### src/core/tb_lvd_pkg.sv
// constants, types and state layout for the time-base / supply-monitor interrupt block
package tb_lvd_pkg;

	// ***************************************************************
	// timing
	// ***************************************************************
	localparam int CLK_PERIOD_NS        = 40;
	localparam int MONITOR_IRQ_DELAY_NS = 15000; // plain default, no figure given
	localparam int MONITOR_IRQ_DELAY_CYC =
		(MONITOR_IRQ_DELAY_NS + CLK_PERIOD_NS - 1) / CLK_PERIOD_NS;
	localparam logic [9:0] DELAY_CNT_MAX = 10'(MONITOR_IRQ_DELAY_CYC - 1);
	localparam int PERIOD_BASE          = 8;

	// ***************************************************************
	// register offsets (byte addresses) and field positions
	// ***************************************************************
	localparam logic [7:0] OFS_PSC0  = 8'h00;
	localparam logic [7:0] OFS_PSC1  = 8'h04;
	localparam logic [7:0] OFS_TCTL0 = 8'h08;
	localparam logic [7:0] OFS_TCTL1 = 8'h0c;
	localparam logic [7:0] OFS_MONC  = 8'h10;
	localparam logic [7:0] OFS_FLAGS = 8'h14;
	localparam logic [7:0] OFS_ENABS = 8'h18;
	localparam int TB_EN_BIT   = 7;
	localparam int LV_STAT_BIT = 5;
	localparam int LV_EN_BIT   = 4;
	localparam int FLG_TB0     = 0;
	localparam int FLG_TB1     = 1;
	localparam int FLG_LV      = 2;
	localparam int FLG_MF      = 3;
	localparam int GIE_BIT     = 7;
	localparam logic [1:0] SRC_SYS      = 2'h0;
	localparam logic [1:0] SRC_SYS_DIV4 = 2'h1;
	localparam logic [7:0] RST_REG      = 8'h00;

	// ***************************************************************
	// types
	// ***************************************************************
	typedef enum logic [1:0] {ACK_TB0, ACK_TB1, ACK_MF, ACK_NONE} ack_src_e;

	typedef struct packed {
		logic     ack;   // one-cycle interrupt entry strobe
		ack_src_e src;   // which vector is being entered
		logic     return_from_interrupt;  // interrupt return executed
		logic     ret;   // plain return executed
	} cpu_evt_s;

	typedef struct packed {
		logic [1:0][1:0]  pscSel;
		logic [1:0]       tbEn;
		logic [1:0][2:0]  tbPer;
		logic [1:0][14:0] div;
		logic [1:0]       pre4;
		logic [1:0]       subSync;
		logic             subPrev;
		logic [1:0]       lvSync;
		logic             supply_monitor_enable;
		logic [2:0]       lvdThr;
		logic             lvStat;
		logic [9:0]       lvdCnt;
		logic             lvdDone;
		logic [1:0]       tbF;
		logic             low_voltage_request_flag;
		logic             mfF;
		logic [3:0]       intEn;
		logic             gie;
		logic             wrPend;
		logic             rdPend;
		logic [7:0]       busAddr;
		logic [31:0]      rdata;
		logic             wake;
		logic             pushPc;
	} state_s;

endpackage

### src/core/timebase_lowvolt_wakeup_irq.sv
// time bases, supply monitor, request flags and wake-up logic with an AHB-Lite register slave
//
// The register addresses and register access over AHB-Lite were decided locally.
`timescale 1ns/10ps
module timebase_lowvolt_wakeup_irq (
	input  wire logic                 clk,
	input  wire logic                 reset_n,
	input  wire logic                 hsel,
	input  wire logic [31:0]          haddr,
	input  wire logic [1:0]           htrans,
	input  wire logic                 hwrite,
	input  wire logic [2:0]           hsize,
	input  wire logic [31:0]          hwdata,
	input  wire logic                 hready,
	output logic                      hreadyout,
	output logic                      hresp,
	output logic [31:0]               hrdata,
	input  wire logic                 subClkPin,
	input  wire logic                 lowVoltCompPin,
	input  wire logic                 sleepMode,
	input  wire logic                 idleMode,
	input  wire tb_lvd_pkg::cpu_evt_s cpuEvt,
	output logic [2:0]                thresholdSel,
	output logic                      monitorPowerOn,
	output logic [2:0]                irqRequest,
	output logic                      wakeUp,
	output logic                      pushPcOnly
);

	// ***************************************************************
	// helper functions
	// ***************************************************************

	// prescaler tick for a source code; bit 1 high means sub clock
	function automatic logic srcTick(input logic [1:0] sel, input logic d4, input logic sub);
		if (sel[1]) begin
			srcTick = sub;
		end else if (sel == tb_lvd_pkg::SRC_SYS_DIV4) begin
			srcTick = d4;
		end else begin
			srcTick = 1'b1;
		end
	endfunction

	// low (8+code) bits set: the divider has reached the end of its period
	function automatic logic [14:0] periodMask(input logic [2:0] code);
		logic [15:0] one;
		one = 16'h0001 << (tb_lvd_pkg::PERIOD_BASE + int'(code));
		periodMask = 15'(one - 16'h0001);
	endfunction

	// register read view; unimplemented bits read as zero
	function automatic logic [31:0] readVal(input tb_lvd_pkg::state_s st, input logic [7:0] a);
		logic [7:0] v;
		v = 8'h00;
		case (a)
			tb_lvd_pkg::OFS_PSC0:  v = {6'h00, st.pscSel[0]};
			tb_lvd_pkg::OFS_PSC1:  v = {6'h00, st.pscSel[1]};
			tb_lvd_pkg::OFS_TCTL0: v = {st.tbEn[0], 4'h0, st.tbPer[0]};
			tb_lvd_pkg::OFS_TCTL1: v = {st.tbEn[1], 4'h0, st.tbPer[1]};
			tb_lvd_pkg::OFS_MONC:  v = {2'h0, st.lvStat, st.supply_monitor_enable, 1'b0, st.lvdThr};
			tb_lvd_pkg::OFS_FLAGS: v = {4'h0, st.mfF, st.low_voltage_request_flag, st.tbF};
			tb_lvd_pkg::OFS_ENABS: v = {st.gie, 3'h0, st.intEn};
			default:               v = 8'h00;
		endcase
		readVal = {24'h000000, v};
	endfunction

	// ***************************************************************
	// state
	// ***************************************************************
	tb_lvd_pkg::state_s s_q;
	tb_lvd_pkg::state_s s_d;
	logic               subTick;
	logic               div4Tick;
	logic [1:0]         tbTick;
	logic [1:0]         ovf;
	logic               lvSet;
	logic               monOn;
	logic               addrPhase;

	// next-state logic for the whole block
	always_comb begin
		s_d       = s_q;
		s_d.wake  = 1'b0;
		s_d.pushPc = 1'b0;
		lvSet     = 1'b0;
		tbTick    = 2'b00;
		ovf       = 2'b00;

		// pins are foreign to clk: two flops before anything looks at them
		s_d.subSync = {s_q.subSync[0], subClkPin};
		s_d.subPrev = s_q.subSync[1];
		s_d.lvSync  = {s_q.lvSync[0], lowVoltCompPin};
		subTick     = s_q.subSync[1] & ~s_q.subPrev;

		// free-running divide-by-four of the system clock
		s_d.pre4 = s_q.pre4 + 2'h1;
		div4Tick = (s_q.pre4 == 2'h3);

		// time-base dividers; select and period are read live, so a change
		// lands on the next prescaler tick without a disable
		for (int i = 0; i < 2; i++) begin
			tbTick[i] = srcTick(s_q.pscSel[i], div4Tick, subTick);
			if (!s_q.tbEn[i]) begin
				s_d.div[i] = 15'h0000;
			end else if (tbTick[i]) begin
				s_d.div[i] = s_q.div[i] + 15'h0001;
			end
			ovf[i] = s_q.tbEn[i] & tbTick[i] &
				((s_q.div[i] & periodMask(s_q.tbPer[i])) == periodMask(s_q.tbPer[i]));
		end

		// supply monitor: powered only when enabled and not asleep
		monOn      = s_q.supply_monitor_enable & ~sleepMode;
		s_d.lvStat = monOn & s_q.lvSync[1];
		// delay restarts on every fall, so chatter near threshold is harmless
		if (!s_q.lvStat) begin
			s_d.lvdCnt  = 10'h000;
			s_d.lvdDone = 1'b0;
		end else if (!s_q.lvdDone) begin
			if (s_q.lvdCnt == tb_lvd_pkg::DELAY_CNT_MAX) begin
				s_d.lvdDone = 1'b1;
				lvSet       = 1'b1;
			end else begin
				s_d.lvdCnt = s_q.lvdCnt + 10'h001;
			end
		end

		// data phase of a write: software may set or clear any flag
		if (s_q.wrPend) begin
			case (s_q.busAddr)
				tb_lvd_pkg::OFS_PSC0:  s_d.pscSel[0] = hwdata[1:0];
				tb_lvd_pkg::OFS_PSC1:  s_d.pscSel[1] = hwdata[1:0];
				tb_lvd_pkg::OFS_TCTL0: begin
					s_d.tbEn[0]  = hwdata[tb_lvd_pkg::TB_EN_BIT];
					s_d.tbPer[0] = hwdata[2:0];
				end
				tb_lvd_pkg::OFS_TCTL1: begin
					s_d.tbEn[1]  = hwdata[tb_lvd_pkg::TB_EN_BIT];
					s_d.tbPer[1] = hwdata[2:0];
				end
				tb_lvd_pkg::OFS_MONC: begin
					s_d.supply_monitor_enable  = hwdata[tb_lvd_pkg::LV_EN_BIT];
					s_d.lvdThr = hwdata[2:0];
				end
				tb_lvd_pkg::OFS_FLAGS: begin
					s_d.tbF = hwdata[1:0];
					s_d.low_voltage_request_flag = hwdata[tb_lvd_pkg::FLG_LV];
					s_d.mfF = hwdata[tb_lvd_pkg::FLG_MF];
				end
				tb_lvd_pkg::OFS_ENABS: begin
					s_d.intEn = hwdata[3:0];
					s_d.gie   = hwdata[tb_lvd_pkg::GIE_BIT];
				end
				default: ;
			endcase
		end

		// interrupt entry: only the program counter is pushed, global enable drops
		if (cpuEvt.ack) begin
			s_d.pushPc = 1'b1;
			s_d.gie    = 1'b0;
			case (cpuEvt.src)
				tb_lvd_pkg::ACK_TB0: s_d.tbF[0] = 1'b0;
				tb_lvd_pkg::ACK_TB1: s_d.tbF[1] = 1'b0;
				tb_lvd_pkg::ACK_MF:  s_d.mfF    = 1'b0;
				default: ;
			endcase
		end
		if (cpuEvt.return_from_interrupt) begin
			s_d.gie = 1'b1;
		end

		// hardware sets come last so a set beats a clear in the same cycle
		s_d.tbF = s_d.tbF | ovf;
		if (lvSet) begin
			s_d.low_voltage_request_flag = 1'b1;
			if (s_q.intEn[tb_lvd_pkg::FLG_LV]) begin
				s_d.mfF = 1'b1;
			end
		end

		// in sleep or idle mode, wake on any flag rise; a flag already high cannot rise again
		s_d.wake = (sleepMode | idleMode) &
			(|({s_d.mfF, s_d.low_voltage_request_flag, s_d.tbF} & ~{s_q.mfF, s_q.low_voltage_request_flag, s_q.tbF}));

		// address phase; read data built from the next state so that a
		// write in the previous data phase is seen without a wait state
		addrPhase  = hsel & hready & htrans[1];
		s_d.wrPend = 1'b0;
		s_d.rdPend = 1'b0;
		if (addrPhase) begin
			s_d.wrPend  = hwrite & (haddr[31:8] == 24'h000000);
			s_d.rdPend  = ~hwrite;
			s_d.busAddr = haddr[7:0];
			s_d.rdata   = 32'h00000000;
			if (!hwrite && haddr[31:8] == 24'h000000) begin
				s_d.rdata = readVal(s_d, haddr[7:0]);
			end
		end
	end

	// single state register; every field resets to zero
	always_ff @(posedge clk or negedge reset_n) begin
		if (!reset_n) begin
			s_q <= '0;
		end else begin
			s_q <= s_d;
		end
	end

	// ***************************************************************
	// outputs
	// ***************************************************************
	// zero-wait slave: always ready, always OKAY
	assign hreadyout      = 1'b1;
	assign hresp          = 1'b0;
	assign hrdata         = s_q.rdata;
	assign thresholdSel   = s_q.lvdThr;
	assign monitorPowerOn = s_q.supply_monitor_enable & ~sleepMode;
	assign wakeUp         = s_q.wake;
	assign pushPcOnly     = s_q.pushPc;
	// requests gated by enables; flags ignore the enables, except mfF, which the low-voltage request sets only when its enable is on
	assign irqRequest[0] = s_q.gie & s_q.intEn[tb_lvd_pkg::FLG_TB0] & s_q.tbF[0];
	assign irqRequest[1] = s_q.gie & s_q.intEn[tb_lvd_pkg::FLG_TB1] & s_q.tbF[1];
	assign irqRequest[2] = s_q.gie & s_q.intEn[tb_lvd_pkg::FLG_MF] & s_q.mfF;
endmodule

### config.mk
export PLATFORM = sky130hd
export DESIGN_NAME = timebase_lowvolt_wakeup_irq
export DESIGN_NICKNAME = d
export VERILOG_FILES = /design/src/core/tb_lvd_pkg.sv /design/src/core/timebase_lowvolt_wakeup_irq.sv
export SDC_FILE = /design/constraint.sdc
export NUM_CORES = 1
export LEC_CHECK = 0
export ABC_AREA = 0
export BUFFER_PORTS_ARGS = -buffer_cell sky130_fd_sc_hd__buf_2
export CORE_ASPECT_RATIO = 1.75
export CORE_MARGIN = 2
export CORE_UTILIZATION = 50
export CTS_BUF_LIST = sky130_fd_sc_hd__clkbuf_2
export DETAILED_ROUTE_END_ITERATION = 6
export GPL_TIMING_DRIVEN = 0
export PLACE_DENSITY = 0.84
export SLEW_MARGIN = 5
export SYNTH_ARGS = -nofsm -noshare
export SYNTH_HDL_FRONTEND = slang
export SYNTH_SLANG_ARGS = --single-unit
### constraint.sdc
create_clock -name clk -period 4.9 [get_ports clk]
set_input_delay 0.49 -clock clk [delete_from_list [all_inputs] [get_ports clk]]
set_output_delay 0.49 -clock clk [all_outputs]
set_load 0.02 [all_outputs]
==> results.cfg, run 1 <==
[global_route]
grt_usage_pct = 21.9
antenna_violations_before_repair = 1
grt_pass1_vias = 3878
remaining_overflow_grt = 0
pin_count_of_the_biggest_net_entering_global_routing = 62
global_route_wire_length_before_repair_mm = 17.9

[floorplan]
initial_core_utilization_pct = 51.3
rows = 47
floorplan.die.height_um = 134
fp.dieArea_um2 = 10500
ios = 126
die_x_um = 78.5
fp.coreArea_um2 = 9470

[yosys]
edff_count_synth = 0
post_synth_main_area_contributors = sky130_fd_sc_hd__dfrtp_1 (47%), sky130_fd_sc_hd__buf_4 (5.7%), sky130_fd_sc_hd__and2_1 (4.9%), sky130_fd_sc_hd__xnor2_1 (4.0%), sky130_fd_sc_hd__mux2_2 (3.9%)
cell_count_after_synthesis = 464
ys_seq_area_share_pct = 47.4
yosys-mux-area-fraction_pct = 5.88
synth_compound_area_share_pct = 9.13
number_of_warnings_reported_in_the_yosys_synthesis_log = 0
yosysUniqueCellTypes = 57
avgSynthCellArea_um2 = 10.5
synth_async_sr_flop_share_pct = 100
synthAdderAreaFrac_pct = 1.29
number_of_synthesized_register_bits = 92
synth_top_family_by_area = simple AND/OR/NAND/NOR gates
synth_xor_xnor_area_share_pct = 5.77
ys.flop_type = sky130_fd_sc_hd__dfrtp_1
synth_simple_gate_area_share_pct = 23.2
synthDominantCellAreaShare_pct = 47.4
synthesized_cell_area_um2 = 4850
synth_top_cell_by_area = sky130_fd_sc_hd__dfrtp_1

[clock_tree]
cts_root_buffer = sky130_fd_sc_hd__clkbuf_2
worst_skew_pair.late_latency_ps = 580
cts_max_level = 3
cts_hold_buffers = 3
cts_setup_buffers = 0
cts_tree = yes
post_cts_resize_count = 0
cts_buffers = 9
post_cts_clock_slew_at_the_launch_and_capture_registers_of_the_worst_setup_and_hold_paths_ps = 220
numClockSinks = 92
cts_max_path_buffers = 2

[route]
ant_nets = 0
remaining_drc_errors = 0
dr.first_iter.drc_count = 191
detail_route.wirelength_mm = 10.8
dr_total_vias = 3807
firstDrtPassIters = 4
detail_route.wl_per_cell_um = 15.5
avgViaCountPerCell = 5.45

[power]
share_clk_of_total_power_pct = 27.3
pwr-share-seq_pct = 60.4
power.combinational.fraction_pct = 12.3
power_report.internal_total_uw = 976
leakage_uw = 0.00281
power.density_nw_per_um2 = 241
sw_frac_of_total_pct = 27.6
power.switching_uw = 372
peakVddDrop_mv = 0.174

[worst_setup_path]
worstSetupStartpointType = flip-flop
critical_path.cell_chain = nor4b_4 -> nand3_2 -> o221a_1 -> a31o_1 -> a32o_1 -> a21o_1
timing.setup.critical_path_class = reg2reg
timing.critical_path.fanout_max = 6
cp_slowest_cell = sky130_fd_sc_hd__nor4b_4
cp_data_required_time_ps = 5400
cpPeakStageDelay_ps = 510
endpoint_kind = flip-flop
cp_data_arrival_time_ps = 2720

[sta]
timing_max_transition_violations_final = 0
report.final.setup_viol = 0
achievable_frequency_mhz = 451
grt_setup_unrepaired = false
worst_slack_ps = 2680
finalClockSkew_ps = 15.6
final_hold_viol_count = 0
timing.final.crit_share_pct = 45.2
slew_headroom_pct = 50.5
worst-slew-pin-transition_ps = 735
setup_tns_final_ps = 0
min_period_ps = 2220

[finish]
layout_commonest_cell = sky130_fd_sc_hd__dfrtp_1
count_of_placed_standard_cells_in_the_final_layout_fillers_left_out = 699
final_cell_area_um2 = 5610
final_net_count = 659
area_delta_synth_final_pct = 15.5
final_layout_size_suffix_gt1_share_pct = 26.6
layout_common_cells = sky130_fd_sc_hd__dfrtp_1 (92), sky130_fd_sc_hd__buf_2 (66), sky130_fd_sc_hd__nand2_1 (49)

[hold_path]
min-delay-path-class = in2reg

[status]
status = finished, final reports clean

[placement]
pre_cts_ws_ps = 2700
gp_routability_congestion = 0.911
detailed_place_hpwl_mm = 8.70
numPlacedInstances = 679
detailed_place.area_um2 = 5470
portBuffers = 67

[flow_run]
drv_cap = 0
-- critical path: cells and delay by family (launching register included) --
family	cells	cell delay, ps
AO/OA/AOI/OAI	4	960
flip-flops	1	460
AND/OR/NAND/NOR	2	720
-- area by class of cell --
| type | instances | area (µm²) |
|---|---|---|
| Antenna cell | 1 | 2.50 |
| Buffer | 43 | 300 |
| Clock buffer | 11 | 55.1 |
| Clock inverter | 5 | 52.6 |
| Fill cell | 762 | 3860 |
| Inverter | 12 | 45.0 |
| Multi-Input combinational cell | 342 | 2300 |
| Sequential cell | 92 | 2300 |
| Tap cell | 122 | 153 |
| Timing Repair Buffer | 71 | 395 |
-- cell families (layout without fill, tap and decap cells) --
logic type | after synthesis | count (layout)
buffers and inverters | 55 | 142
muxes | 26 | 26
other | 2 | 28
AOI/OAI and AO/OA | 57 | 57
and+or+nand+nor | 195 | 195
adders and majority gates | 5 | 5
DFF | 92 | 92
xor gates and xnor gates | 32 | 32
-- registers in the layout, summed over array words and instances, names as in the netlist --
register and cells:
pushPcOnly 1, s_d 3, s_q 77, wakeUp 1, thresholdSel 3, hrdata 7
-- path summary, 6_finish.rpt --
| check | from | end | slack, ps | cells past startpoint |
|---|---|---|---|---|
| max | s_q[37] | hrdata[0] | 2680 | 6 |
| min | cpuEvt[4] | pushPcOnly | 80 | 1 |
| max reg2reg | s_q[37] | hrdata[0] | 2680 | 6 |
| min reg2reg | s_d[73] | s_d[71] | 370 | 0 |
| max in group asynchronous | reset_n | hrdata[7] | 3930 | 3 |
| min in group asynchronous | reset_n | s_q[87] | 340 | 2 |
-- power groups by stage --
stage          sequential [µW]  combinational (µW)  clock, µW
2_1_floorplan              821                99.4          0
3_3_place_gp               825                 154          0
3_5_place_dp               828                 162          0
4_1_cts                    815                 165        370
5_1_grt                    819                 182        400
6_report                   815                 165        368
-- layer usage --
metal  vias up  wire [µm]  global-route usage (%)
li1       1793          -                       -
met5         -          0                       0
met4         0        393                    12.5
met3        31        452                    2.56
met2       151       6040                    41.9
met1      1832       3950                    22.5
-- synth_stat cells (all sizes together) (9+ instances only) --
cell type / number
nand3: 25
nand2: 49
nor2: 11
mux2: 20
o21ai: 10
xor2: 10
and2: 38
and3: 18
xnor2: 22
inv: 12
nor4: 9
buf: 37
dfrtp: 92
-- through the flow --
stage / utilization (%) / hold slack (ps) / total power, µW
5_1_grt: 59.2 / 39.4 / 1400
3_5_place_dp: 57.7 / 343 / 990
4_1_cts: 59.2 / 60.0 / 1350
3_3_place_gp: 57.4 / 333 / 979
2_1_floorplan: - / 194 / 921
6_report: 59.2 / 80.6 / 1350
(Power assumes the default switching activity.)
==> run 2: changes to the inputs <==
clock period = 2.1 ns   (was 4.9 ns; I/O delays follow)
==> run 2 against run 1 <==
Compared with the run above: cell count up 2.7%; utilization up 2.2 points; largest power group unchanged; sequential share of layout area down 1.5 points; cell area up 3.7%; non-clock buffer count up 19.
==> results.cfg, run 2 (synthesized netlist as in run 1, its figures left out) <==
[power]
power.density_nw_per_um2 = 548
peakVddDrop_mv = 0.406
total_power_uw = 3190
leakage_uw = 0.00291

[sta]
achievable_frequency_mhz = 479
worst_slack_ps = 12.1
worst-slew-pin-transition_ps = 786
final_hold_viol_count = 0
finalClockSkew_ps = 15.8
report.final.setup_viol = 0
timing.final.crit_share_pct = 99.4
timing_max_transition_violations_final = 0
min_period_ps = 2090
slew_headroom_pct = 47.2
grt_setup_unrepaired = true

[global_route]
grt_usage_pct = 23.9
antenna_violations_before_repair = 1
grt_pass1_vias = 4112
pin_count_of_the_biggest_net_entering_global_routing = 62
global_route_wire_length_before_repair_mm = 19.4
remaining_overflow_grt = 0

[floorplan]
fp.dieArea_um2 = 10500
rows = 47
die_x_um = 78.5
ios = 126
initial_core_utilization_pct = 51.3
fp.coreArea_um2 = 9470
floorplan.die.height_um = 134

[route]
dr.first_iter.drc_count = 215
ant_nets = 0
dr_total_vias = 3932
detail_route.wl_per_cell_um = 16.5
avgViaCountPerCell = 5.48
detail_route.wirelength_mm = 11.8
firstDrtPassIters = 4
remaining_drc_errors = 0

[clock_tree]
worst_skew_pair.late_latency_ps = 560
cts_max_path_buffers = 2
cts_max_level = 3
numClockSinks = 92
cts_tree = yes
cts_buffers = 9
cts_root_buffer = sky130_fd_sc_hd__clkbuf_2
post_cts_clock_slew_at_the_launch_and_capture_registers_of_the_worst_setup_and_hold_paths_ps = 230

[placement]
detailed_place.area_um2 = 5470
gp_routability_congestion = 0.911
detailed_place_hpwl_mm = 8.70
portBuffers = 67
numPlacedInstances = 679
pre_cts_ws_ps = -96.2

[finish]
final_cell_area_um2 = 5810
final_layout_size_suffix_gt1_share_pct = 26.6
flip_flop_count_of_the_largest_register_after_layout = 77
regArea_um2 = 2300
n_fill_cell = 715
post-route-util_pct = 61.4
final_net_count = 678
layout_common_cells = sky130_fd_sc_hd__dfrtp_1 (92), sky130_fd_sc_hd__buf_2 (66), sky130_fd_sc_hd__nand2_1 (49)
layout_commonest_cell = sky130_fd_sc_hd__dfrtp_1
area_taken_by_multi_input_logic_gates_um2 = 2320
count_of_placed_standard_cells_in_the_final_layout_fillers_left_out = 718
area_delta_synth_final_pct = 19.8
max_flop_register = s_q

[worst_setup_path]
timing.critical_path.fanout_max = 4
critPathLaunch = s_q[71]
endpoint_kind = flip-flop
setup.reg_to_reg.worst_slack_ps = 10
rr_endpoint = s_q[89]
cp_data_required_time_ps = 2570
timing.critical_path.to = s_q[89]
timing.setup.critical_path_class = reg2reg
worst-r2r-cell-count = 6
cp_data_arrival_time_ps = 2560
worstSetupStartpointType = flip-flop
r2r_start = s_q[71]

[status]
status = finished, final reports clean

[flow_run]
drv_cap = 0

[hold_path]
min-delay-path-class = in2reg
run 2: changes by cell type in the layout (fill, tap and decap cells not counted):
| cell | delta |
|---|---|
| sky130_fd_sc_hd__dlygate4sd3_1 | +18 |
| sky130_fd_sc_hd__nand3_1 | -3 |
| sky130_fd_sc_hd__nand3_2 | +3 |
| sky130_fd_sc_hd__nor3_2 | -1 |
| sky130_fd_sc_hd__nor3_4 | +1 |
| sky130_fd_sc_hd__and4bb_1 | -1 |
| sky130_fd_sc_hd__and4bb_2 | +1 |
| sky130_fd_sc_hd__buf_4 | +1 |
run 2: worst min-delay path by stage:
stage | from | end | slack [ps] | cells past startpoint
2_1_floorplan | reset_n | hrdata[0] | -90 | 0
3_3_place_gp | subClkPin | s_d[73] | 320 | 1
3_5_place_dp | reset_n | s_q[86] | 170 | 1
4_1_cts | hwdata[1] | s_q[110] | 8 | 2
5_1_grt | hwdata[1] | s_q[115] | 8 | 2
6_report | hwdata[1] | s_q[110] | 40 | 2
run 2: through the flow:
step	hold WS (ps)	TNS [ps]
after global routing	7.97	-814
after global placement	318	-82.9
final	42.7	0
after detailed placement	174	-167
after CTS	8.49	0
after floorplan	-85.6	0
run 2: power breakdown:
| group | switching (µW) | internal (µW) | total (µW) |
|---|---|---|---|
| Clock | 576 | 280 | 855 |
| Combinational | 243 | 183 | 426 |
| Sequential | 65.7 | 1840 | 1900 |
run 2: final cells by class:
cell class                      count  area share [%]
Multi-Input combinational cell    342            39.9
Clock inverter                      5           0.904
Buffer                             43            5.16
Sequential cell                    92            39.6
Tap cell                          122            2.63
Inverter                           12           0.775
Clock buffer                       11           0.947
Timing Repair Buffer               90            10.0
Antenna cell                        1          0.0430
run 2: routing by layer:
layer,global-route usage [%],wire length [µm],up-vias
li1,-,-,1823
met1,24.1,4140,1889
met2,44.7,6550,179
met3,4.10,593,41
met4,14.4,567,0
met5,0,0,-
run 2: timing repair:
item	CTS	global route
endpoints found under the setup margin	3	11
hold buffers	21	0
hold endpoints to repair	121	0
cloned	0	0
setup buffers	1	0
gates resized for setup	0	5
pin swaps	1	0
run 2: critical path, stage by stage, from the launching register on:
cell                        delay (ps)
sky130_fd_sc_hd__dfrtp_1           410
sky130_fd_sc_hd__nand2b_1          270
sky130_fd_sc_hd__a2111oi_2         630
sky130_fd_sc_hd__and2_1            280
sky130_fd_sc_hd__nand3_1           120
sky130_fd_sc_hd__xnor2_1           140
sky130_fd_sc_hd__and2_1            150
